**src/omc_pkg.sv**
```systemverilog
// omc_pkg: constants and types for the optical module control/status block.
// assumes a single 100 MHz clock domain.
package omc_pkg;
   // =====================================================
   // clock and timing
   // =====================================================
   localparam int CLK_MHZ          = 100;
   localparam int T_OFF_US         = 10;
   localparam int T_ON_US          = 1000;
   localparam int T_INIT_MS        = 300;
   localparam int T_FAULT_US       = 100;
   localparam int T_RESET_US       = 10;
   localparam int T_LOSS_US        = 100;
   localparam int SER_CLK_KHZ      = 100;
   localparam int OFF_CYC          = T_OFF_US * CLK_MHZ;
   localparam int ON_CYC           = T_ON_US * CLK_MHZ;
   localparam int INIT_CYC         = T_INIT_MS * 1000 * CLK_MHZ;
   localparam int FAULT_CYC        = T_FAULT_US * CLK_MHZ;
   localparam int RESET_HOLD_CYC   = T_RESET_US * CLK_MHZ;
   localparam int LOSS_CYC         = T_LOSS_US * CLK_MHZ;
   localparam int SER_MIN_CYC      = (CLK_MHZ * 1000) / SER_CLK_KHZ;
   // internal start-up delay before the laser may turn on
   localparam int LASER_ON_CYC     = 1000;
   localparam int HOLD_W           = 12;
   // pin idle levels {id clock, above, below, fault, off request}
   localparam logic [4:0] PIN_RESET_VAL = 5'h15;

   typedef enum logic [1:0] {
      OMC_INIT  = 2'b00,
      OMC_OFF   = 2'b01,
      OMC_ON    = 2'b10,
      OMC_FAULT = 2'b11
   } omc_state_type;
endpackage

```
**src/omc_sync_if.sv**
```systemverilog
// omc_sync_if: synchronised pin levels passed from the input stage to the core.
// assumes one clock domain.
`timescale 1ns/1ps
interface omc_sync_if;
   logic laser_off;
   logic laser_fault;
   logic light_low;
   logic light_ok;
   modport src (output laser_off, output laser_fault, output light_low, output light_ok);
   modport dst (input laser_off, input laser_fault, input light_low, input light_ok);
endinterface

```
**src/omc_sync.sv**
```systemverilog
// omc_sync: three-stage pin synchronisers; a change is taken once stages 2 and 3 agree.
// assumes asynchronous pins and an active clock enable.
`timescale 1ns/1ps
module omc_sync #(
   parameter int N = 4
) (
   input  wire logic         clock,
   input  wire logic         rst_n,
   input  wire logic         clk_en,
   input  wire logic [N-1:0] pins,
   input  wire logic [N-1:0] reset_val,
   output      logic [N-1:0] level
);
   logic [N-1:0] s1_r;
   logic [N-1:0] s2_r;
   logic [N-1:0] s3_r;

   always_ff @(posedge clock) begin
      if (!rst_n) begin
         s1_r <= reset_val;
         s2_r <= reset_val;
         s3_r <= reset_val;
      end else if (clk_en) begin
         s1_r <= pins;
         s2_r <= s1_r;
         s3_r <= s2_r;
      end
   end

   // level follows only when stages agree, filtering one-cycle glitches
   always_ff @(posedge clock) begin
      if (!rst_n) begin
         level <= reset_val;
      end else if (clk_en) begin
         for (int i = 0; i < N; i++) begin
            if (s2_r[i] == s3_r[i]) begin
               level[i] <= s3_r[i];
            end
         end
      end
   end
endmodule

```
**src/omc_ctrl.sv**
```systemverilog
// omc_ctrl: laser enable, latched transmitter fault and light-loss flag supervisor.
// assumes rst_n is the power-on reset and the inputs come from pins.
`timescale 1ns/1ps
// Functional notes
// - laser output returns within 1 ms of the off request falling.
// - initialisation and fault clear finish within 300 ms.
// - fault flag rises within 100 us of a laser fault.
// - light-loss flag rises within 100 us of lost light.
// - light-loss flag falls within 100 us of light returning.
// - flag falls when comparator reports power above assert level.
// - flag rises when comparator reports power below deassert level; hysteresis kept.
// - fault flag is one exactly while laser shutdown is active.
// - low off request enables laser; high or open keeps it off.
module omc_ctrl
   import omc_pkg::*;
#(
   parameter int INIT_CYCLES = INIT_CYC
) (
   input  wire logic clock,
   input  wire logic rst_n,
   input  wire logic clk_en,
   input  wire logic laser_off_req,
   input  wire logic laser_fault_det,
   input  wire logic rx_below_deassert,
   input  wire logic rx_above_assert,
   input  wire logic id_clk_pin,
   output      logic laser_en,
   output      logic tx_fault_flag,
   output      logic light_loss_flag,
   output      logic id_clk_too_fast
);
   // =====================================================
   // input synchronisation
   // =====================================================
   omc_sync_if sif ();
   logic [4:0] lvl;

   // stages start at the pins' idle levels: off request high (open pin keeps
   // the laser dark), fault low, id clock high; any other value latches a
   // false fault or a false id clock edge on the first edges after reset
   omc_sync #(.N(5)) u_sync (
      .clock     (clock),
      .rst_n     (rst_n),
      .clk_en    (clk_en),
      .pins      ({id_clk_pin, rx_above_assert, rx_below_deassert,
                   laser_fault_det, laser_off_req}),
      .reset_val (PIN_RESET_VAL),
      .level     (lvl)
   );
   assign sif.laser_off   = lvl[0];
   assign sif.laser_fault = lvl[1];
   assign sif.light_low   = lvl[2];
   assign sif.light_ok    = lvl[3];

   // =====================================================
   // transmit state machine
   // =====================================================
   omc_state_type state_r;
   omc_state_type state_nxt;
   logic [31:0]   init_cnt_r;
   logic [HOLD_W-1:0] hold_cnt_r;
   logic          hold_ok;
   logic          off_q_r;

   assign hold_ok = (hold_cnt_r >= HOLD_W'(RESET_HOLD_CYC));

   always_comb begin
      state_nxt = state_r;
      unique case (state_r)
         OMC_INIT:  if (sif.laser_fault) state_nxt = OMC_FAULT;
                    else if (init_cnt_r >= 32'(LASER_ON_CYC))
                       state_nxt = sif.laser_off ? OMC_OFF : OMC_ON;
         OMC_OFF:   if (sif.laser_fault) state_nxt = OMC_FAULT;
                    else if (!sif.laser_off) state_nxt = OMC_ON;
         OMC_ON:    if (sif.laser_fault) state_nxt = OMC_FAULT;
                    else if (sif.laser_off) state_nxt = OMC_OFF;
         // clear only on falling request after a long enough high
         OMC_FAULT: if (off_q_r && !sif.laser_off && hold_ok)
                       state_nxt = OMC_INIT;
      endcase
   end

   always_ff @(posedge clock) begin
      if (!rst_n) begin
         state_r <= OMC_INIT;
      end else if (clk_en) begin
         state_r <= state_nxt;
      end
   end

   always_ff @(posedge clock) begin
      if (!rst_n) begin
         init_cnt_r <= '0;
      end else if (clk_en) begin
         // the cap only stops the counter wrapping; the start delay ends init
         if (state_r != OMC_INIT) init_cnt_r <= '0;
         else if (init_cnt_r < 32'(INIT_CYCLES)) init_cnt_r <= init_cnt_r + 32'h1;
      end
   end

   always_ff @(posedge clock) begin
      if (!rst_n) begin
         hold_cnt_r <= '0;
         off_q_r    <= 1'b1;
      end else if (clk_en) begin
         off_q_r <= sif.laser_off;
         // counts only while the synchronised request is high; saturates
         if (!sif.laser_off) hold_cnt_r <= '0;
         else if (!hold_ok) hold_cnt_r <= hold_cnt_r + HOLD_W'(1);
      end
   end

   always_ff @(posedge clock) begin
      if (!rst_n) begin
         laser_en      <= 1'b0;
         tx_fault_flag <= 1'b0;
      end else if (clk_en) begin
         laser_en      <= (state_nxt == OMC_ON);
         tx_fault_flag <= (state_nxt == OMC_FAULT);
      end
   end

   // =====================================================
   // light-loss flag with comparator hysteresis
   // =====================================================
   always_ff @(posedge clock) begin
      if (!rst_n) begin
         light_loss_flag <= 1'b1;
      end else if (clk_en) begin
         if (sif.light_ok) light_loss_flag <= 1'b0;
         else if (sif.light_low) light_loss_flag <= 1'b1;
      end
   end

   // =====================================================
   // identification clock rate monitor
   // =====================================================
   logic [HOLD_W-1:0] per_cnt_r;
   logic              idc_q_r;
   logic              idc_rise;

   assign idc_rise = lvl[4] && !idc_q_r;

   always_ff @(posedge clock) begin
      if (!rst_n) begin
         per_cnt_r       <= '0;
         // idle clock stands high: a low start would fake an edge after reset
         idc_q_r         <= 1'b1;
         id_clk_too_fast <= 1'b0;
      end else if (clk_en) begin
         idc_q_r <= lvl[4];
         if (idc_rise) begin
            // flags a host violating the link rate; informational only
            id_clk_too_fast <= (per_cnt_r < HOLD_W'(SER_MIN_CYC));
            // start at one so the count at the next edge equals the period
            per_cnt_r       <= HOLD_W'(1);
         end else if (per_cnt_r < HOLD_W'(SER_MIN_CYC)) begin
            per_cnt_r <= per_cnt_r + HOLD_W'(1);
         end
      end
   end

   // =====================================================
   // checks
   // =====================================================
   a_fault_shut_laser: assert property (@(posedge clock) disable iff (!rst_n)
      tx_fault_flag |-> !laser_en) else $error("laser on while fault flag set");
   a_fault_latch: assert property (@(posedge clock) disable iff (!rst_n)
      tx_fault_flag && clk_en && sif.laser_off |=> tx_fault_flag)
      else $error("fault flag lost while off request high");
   a_fault_assert: assert property (@(posedge clock) disable iff (!rst_n)
      clk_en && sif.laser_fault && state_r != OMC_FAULT |=> tx_fault_flag)
      else $error("fault flag late");
   a_off_fast: assert property (@(posedge clock) disable iff (!rst_n)
      clk_en && sif.laser_off |=> !laser_en) else $error("laser not off");
   a_on_time: assert property (@(posedge clock) disable iff (!rst_n)
      clk_en && state_r == OMC_OFF && !sif.laser_off && !sif.laser_fault |=> laser_en)
      else $error("laser not on");
   a_loss_set: assert property (@(posedge clock) disable iff (!rst_n)
      clk_en && sif.light_low && !sif.light_ok |=> light_loss_flag)
      else $error("light loss flag not set");
   a_loss_clr: assert property (@(posedge clock) disable iff (!rst_n)
      clk_en && sif.light_ok |=> !light_loss_flag) else $error("light loss flag not cleared");
   a_init_bound: assert property (@(posedge clock) disable iff (!rst_n)
      clk_en && state_r == OMC_INIT && init_cnt_r >= 32'(LASER_ON_CYC)
      |=> state_r != OMC_INIT) else $error("init did not finish");
   a_on_after_init: assert property (@(posedge clock) disable iff (!rst_n)
      clk_en && state_r == OMC_INIT && init_cnt_r >= 32'(LASER_ON_CYC)
      && !sif.laser_off && !sif.laser_fault |=> laser_en)
      else $error("laser not on after init");
   a_fault_clear: assert property (@(posedge clock) disable iff (!rst_n)
      clk_en && state_r == OMC_FAULT && off_q_r && !sif.laser_off && hold_ok
      |=> !tx_fault_flag) else $error("fault not cleared");
   // a short off pulse must leave the fault latched
   a_clear_needs_hold: assert property (@(posedge clock) disable iff (!rst_n)
      clk_en && state_r == OMC_FAULT && !hold_ok |=> tx_fault_flag)
      else $error("fault cleared without long hold");
   a_laser_state: assert property (@(posedge clock) disable iff (!rst_n)
      laser_en == (state_r == OMC_ON))
      else $error("laser enable out of step");
   a_fault_state: assert property (@(posedge clock) disable iff (!rst_n)
      tx_fault_flag == (state_r == OMC_FAULT))
      else $error("fault flag out of step");
   // clock enable low must freeze the state register and the laser enable
   a_freeze_state: assert property (@(posedge clock) disable iff (!rst_n)
      !clk_en |=> $stable(state_r) && $stable(laser_en))
      else $error("state moved while frozen");

   // =====================================================
   // receive and id link checks
   // =====================================================
   // between the thresholds the flag keeps its state: this is the hysteresis
   a_loss_hold: assert property (@(posedge clock) disable iff (!rst_n)
      clk_en && !sif.light_ok && !sif.light_low |=> $stable(light_loss_flag))
      else $error("light loss flag moved between thresholds");
   // the flag follows the period just ended, end point exclusive
   a_idc_slow: assert property (@(posedge clock) disable iff (!rst_n)
      clk_en && idc_rise && per_cnt_r >= HOLD_W'(SER_MIN_CYC) |=> !id_clk_too_fast)
      else $error("slow id clock flagged");
   a_idc_fast: assert property (@(posedge clock) disable iff (!rst_n)
      clk_en && idc_rise && per_cnt_r < HOLD_W'(SER_MIN_CYC) |=> id_clk_too_fast)
      else $error("fast id clock not flagged");
endmodule

```
**config.mk**
```make
export PLATFORM = sky130hd
export DESIGN_NAME = omc_ctrl
export DESIGN_NICKNAME = d
export VERILOG_FILES = /design/src/omc_pkg.sv /design/src/omc_sync_if.sv /design/src/omc_sync.sv /design/src/omc_ctrl.sv
export SDC_FILE = /design/constraint.sdc
export NUM_CORES = 1
export LEC_CHECK = 0
export BUFFER_PORTS_ARGS = -buffer_cell sky130_fd_sc_hd__buf_2
export CAP_MARGIN = 40
export CORE_AREA = 4 4 105 107
export CTS_BUF_LIST = sky130_fd_sc_hd__clkbuf_4 sky130_fd_sc_hd__clkbuf_8
export CTS_CLUSTER_DIAMETER = 30
export DETAILED_ROUTE_END_ITERATION = 8
export DIE_AREA = 0 0 109 111
export GPL_TIMING_DRIVEN = 0
export PLACE_DENSITY_LB_ADDON = 0.3
export SYNTH_ARGS = -nofsm -noshare
export SYNTH_HDL_FRONTEND = slang
export SYNTH_SLANG_ARGS = --single-unit
```
**constraint.sdc**
```tcl
create_clock -name clock -period 1.9 [get_ports clock]
set_input_delay 0.57 -clock clock [delete_from_list [all_inputs] [get_ports clock]]
set_output_delay 0.57 -clock clock [all_outputs]
set_load 0.1 [all_outputs]
```
==> results of run 1 <==
## Yosys cell counts (6+ instances only)
library cell / number
o31ai_1: 9
nand2_1: 53
clkbuf_1: 15
nand3_1: 19
inv_1: 7
or4_1: 14
dfxtp_1: 84
nor2_1: 29
a21oi_1: 28
nor2b_1: 11
nand4_1: 22
xnor2_1: 6
o21ai_0: 24
and3_1: 18
mux2i_1: 19
## layout make-up
class	instances	area, µm²	share of cell area, %
Multi-Input combinational cell	340	2230	47.8
Clock buffer	9	124	2.66
Inverter	8	30.0	0.646
Buffer	23	151	3.25
Sequential cell	84	1690	36.4
Clock inverter	7	106	2.29
Tap cell	136	170	3.66
Timing Repair Buffer	22	153	3.28
## worst paths after layout
| check | slack (ns) | to | depth (start not counted) | startpoint |
|---|---|---|---|---|
| worst max-delay path | -0.15 | init_cnt_r[8] | 6 | init_cnt_r[29] |
| worst min-delay path | 0.41 | u_sync.s1_r[2] | 3 | rx_below_deassert |
| worst max register to register | -0.15 | init_cnt_r[8] | 6 | init_cnt_r[29] |
| worst min register to register | 0.48 | u_sync.s1_r[4] | 2 | u_sync.s1_r[4] |
## through the flow
step           cells  util (%)
5_1_grt          629      45.9
2_1_floorplan    454         -
4_1_cts          626      44.7
3_3_place_gp     601      41.0
3_5_place_dp     601      41.0
6_report         629      45.9
## sequential cells by signal, summed over array words and instances (netlist names)
signal and flops:
init_cnt_r 32, idc_q_r 1, u_sync.s3_r 5, tx_fault_flag 1, u_sync.s2_r 5, off_q_r 1, u_sync.s1_r 5, laser_en 1
hold_cnt_r 12, u_sync.level 5, id_clk_too_fast 1, state_r 2, light_loss_flag 1, per_cnt_r 12
## repair_timing
item	in CTS	in global routing
setup endpoints to repair	22	46
gates cloned	2	0
pin swaps	11	12
setup buffers	7	3
resized for setup	33	31
## critical path, cell delays in order, from the launching register on
cell	delay [ns]
dfxtp_2	0.34
nor4_4	0.37
nand4_2	0.22
o211a_4	0.34
buf_6	0.13
or4b_4	0.47
a21oi_2	0.12
## power by group
group	switching, mW	internal [mW]	leakage (nW)
sequential	0.0203	1.78	0.684
combinational	0.0972	0.0557	0.926
clock	0.705	0.763	0.116
## routing by layer
| layer | vias up | track usage [%] |
|---|---|---|
| met1 | 1668 | 22.7 |
| li1 | 1750 | - |
| met5 | - | 0 |
| met2 | 120 | 24.4 |
| met4 | 0 | 6.90 |
| met3 | 20 | 2.62 |
## kinds of logic (layout without fill, tap and decap cells)
| family | Yosys count | in the layout | synth area share (%) |
|---|---|---|---|
| AND/OR/NAND/NOR | 205 | 205 | 28.6 |
| AO/OA/AOI/OAI | 99 | 100 | 16.3 |
| flip-flops | 84 | 84 | 42.9 |
| buffers and inverters | 31 | 69 | 3.32 |
| multiplexers | 19 | 19 | 4.85 |
| XOR/XNOR | 11 | 11 | 2.46 |
| adder cells (fa/ha/maj) | 5 | 5 | 1.60 |
==> impl_metrics.ini, run 1 <==
[outcome]
status = finished, violations left
violations = setup timing

[hold_path]
min_path_type = input port to register

[flow_run]
maxCapViolCount = 0

[timing]
setup_violations = 19
slew_headroom_pct = 54.1
rsz0062_at_grt = true
setup_slack_ns = -0.152
fin_hold_ws_ns = 0.412
layout_min_cycle_time_ns = 2.05
finalSetupTns_ns = -1.72
fin_skew_ns = 0.0129
min_period_over_period_pct = 108
fmax_ghz = 0.487
hold_viol_final = 0
worst_pin_slew_ns = 0.688
final_max_slew_viol_count = 0

[placed_design]
pre_cts_ws_ns = -0.421
routabilityCongestion = 0.842
placement.cell_area_mm2 = 0.00415
numPortBuffers = 11
dp_hpwl_um = 6210

[global_route]
grt_pass1_vias = 3189
grt_start_max_net_pins = 17
antenna_found_initial = 0
grt_first_pass_wirelength_um = 15900
grt_overflow_total = 0
track_usage_pct = 16.2

[clock_tree]
path_clk_slew_ns = 0.09
clk_latency_ns = 0.37
cts_buffers = 9
cts_tree = done
cts_sinks = 84
root_buffer = clkbuf_8
cts_buffer_depth = 2
htree_levels = 3
cts.hold.buffers_added = 0

[synth]
synth_flop_cell = dfxtp_1
syn-num-nets = 467
synth_edf_count = 0
avgSynthCellArea_um2 = 8.64
synth_top_cell_area_share_pct = 42.9
ys_ff_latch = 84
synth_cell_types = 57
syn_area_mm2 = 0.00392
ys_seq_area_share_pct = 42.9
yosys_warnings = 0
syn_inst = 454
ys_top_cells_by_area = dfxtp_1 43%, nand2_1 5.1%, mux2i_1 4.9%
async_reset_ff_share_pct = 0
synth_top_cell_by_area = dfxtp_1

[pwr]
total_power_mw = 3.42
power_density_mw_per_mm2 = 736
leakagePower_nw = 1.73
max-vdd-ir-drop_v = 0.000575

[finish]
final_common_cell = dfxtp_1
fillers = 959
area_growth_pct = 18.6
final_nets = 501
drive_gt1_share_pct = 17.0
final_cell_mix = 76 x dfxtp_1, 53 x nand2_1, 28 x nor2_1, 26 x a21oi_1, 22 x nand4_1
postLayoutCellArea_mm2 = 0.00465
diodes = 0

[setup_path]
critPathLaunchType = register
endpoint_kind = register
crit_fanout = 5
worstSetupPathType = register to register
critPathArrivalTime_ns = 2.36
cp.required_ns = 2.21

[detailed_routing]
num_vias = 3558
top_layer = met4
via_per_inst = 5.66
wire_per_inst_um = 15.2
drc_errors = 0
drt_wl_total_um = 9550
drtIter0Drc = 279
dr.pass1.iters = 5
met3_length_um = 508
route.antenna.remaining_nets = 0
met1Wirelength_um = 4340
wl_met2_um = 4500

[floorplan]
die_y_um = 111
dieArea_mm2 = 0.0121
initial_utilization_pct = 38.7
io_pins = 12
fp-row-count = 37
core-area_mm2 = 0.0101
fp.dieW_um = 109
(Power assumes the default switching activity.)
==> run 2, diff against run 1 <==
MAX_ROUTING_LAYER = met4   (was default)
==> impl_metrics.ini, run 2 (synthesized netlist as in run 1, its figures left out) <==
[global_route]
grt_pass1_vias = 3180
track_usage_pct = 16.7
grt_first_pass_wirelength_um = 15900
antenna_found_initial = 0
grt_start_max_net_pins = 17
grt_overflow_total = 0

[setup_path]
cp_cell_sequence = nor4_4, nand4_2, o211a_4, buf_6, or4b_4, a21oi_2
cp_top_family = simple AND/OR/NAND/NOR gates
slowest_stage = or4b_4
cp.required_ns = 2.21
critPathLaunchType = register
crit_buf_inv = 1
slowest_delay_ns = 0.47
critPathArrivalTime_ns = 2.35
endpoint_kind = register
crit_fanout = 5
worstSetupPathType = register to register

[floorplan]
core-area_mm2 = 0.0101
dieArea_mm2 = 0.0121
io_pins = 12
fp.dieW_um = 109
initial_utilization_pct = 38.7
fp-row-count = 37
die_y_um = 111

[clock_tree]
cts.hold.buffers_added = 0
root_buffer = clkbuf_8
cts_tree = done
cts_sinks = 84
cts_buffer_depth = 2
cts_buffers = 9
path_clk_slew_ns = 0.09
clk_latency_ns = 0.37
htree_levels = 3

[finish]
biggestRegsByFlops = init_cnt_r (32), hold_cnt_r (12), per_cnt_r (12)
final_cell_mix = 76 x dfxtp_1, 53 x nand2_1, 28 x nor2_1, 26 x a21oi_1, 22 x nand4_1
diodes = 0
area_growth_pct = 18.6
final_nets = 501
fin_util_pct = 45.9
final-instance-count-excl-fill = 629
largest_register_ffs = 32
drive_gt1_share_pct = 17.0
final_common_cell = dfxtp_1
regMostFlops = init_cnt_r

[timing]
layout_min_cycle_time_ns = 2.05
worst_pin_slew_ns = 0.686
fmax_ghz = 0.489
finalSetupTns_ns = -1.67
setup_slack_ns = -0.147
rsz0062_at_grt = true
hold_viol_final = 0
slew_headroom_pct = 54.3
min_period_over_period_pct = 108
setup_violations = 19
final_max_slew_viol_count = 0
fin_skew_ns = 0.0117

[detailed_routing]
drt_wl_total_um = 9520
dr.pass1.iters = 5
route.antenna.remaining_nets = 0
num_vias = 3584
wire_per_inst_um = 15.1
drtIter0Drc = 276
via_per_inst = 5.70
drc_errors = 0

[hold_path]
min_path_type = input port to register

[outcome]
violations = setup timing
status = finished, violations left

[pwr]
pwr-share-seq_pct = 52.8
leakagePower_nw = 1.73
total_power_mw = 3.42
power.internal_mw = 2.60
swShare_pct = 23.9
power.switching_mw = 0.816
pwr-share-clk_pct = 42.8
power_density_mw_per_mm2 = 734
combPwrFrac_pct = 4.5
max-vdd-ir-drop_v = 0.000574

[placed_design]
routabilityCongestion = 0.855
pre_cts_ws_ns = -0.421
placedCellCount = 601
numPortBuffers = 11
dp_hpwl_um = 6210

[flow_run]
maxCapViolCount = 0
run 2: cell counts in the layout (fill, tap and decap cells not counted):
No cell type changed its count.
run 2: through the flow:
step           instance area (µm²)  hold slack, ns
2_1_floorplan                 3930           0.436
3_3_place_gp                  4150           0.453
3_5_place_dp                  4150           0.462
4_1_cts                       4540           0.396
5_1_grt                       4650           0.428
6_report                      4650           0.412
run 2: path summary, 6_finish.rpt:
kind / from / to / slack [ns] / cells after the start
worst max-delay path: init_cnt_r[29] / init_cnt_r[8] / -0.15 / 6
worst min register to register: u_sync.s1_r[4] / u_sync.s1_r[4] / 0.48 / 2
worst max register to register: init_cnt_r[29] / init_cnt_r[8] / -0.15 / 6
worst min-delay path: rx_below_deassert / u_sync.s1_r[2] / 0.41 / 3
run 2: final cells by class:
type / instances / area, µm²
fillers: 959 / 5490
multi-input cells: 340 / 2230
flip-flops and latches: 84 / 1690
well taps: 136 / 170
repair buffers: 22 / 153
plain buffers: 23 / 151
clock buffers: 9 / 124
clock inverters: 7 / 106
inverters: 8 / 30.0
run 2: timing repair:
action / 4_1_cts / 5_1_grt
pin swaps: 11 / 12
buffers inserted: 7 / 3
cloned: 2 / 0
gates resized for setup: 33 / 31
setup endpoints to repair: 22 / 46
endpoints found under the hold margin: 0 / 0
run 2: tightest hold or removal path, stage by stage:
cell and delay (ns):
buf_2 0.07, mux2i_1 0.05, nand2_1 0.05
run 2: power groups by stage:
| stage | clock network (mW) | registers [mW] | logic, mW |
|---|---|---|---|
| 3_3_place_gp | 0 | 1.84 | 0.147 |
| 6_report | 1.46 | 1.80 | 0.153 |
| 5_1_grt | 1.58 | 1.81 | 0.173 |
| 2_1_floorplan | 0 | 1.84 | 0.106 |
| 4_1_cts | 1.50 | 1.80 | 0.151 |
| 3_5_place_dp | 0 | 1.84 | 0.149 |
run 2: per-layer routing:
metal / vias to the layer above / part of all wire [%] / global-route usage, %
met4: 0 / 2.2 / 6.90
met5: - / 0 / -
met3: 21 / 6.1 / 2.62
met2: 107 / 47 / 24.4
met1: 1704 / 44 / 22.7
li1: 1752 / - / -
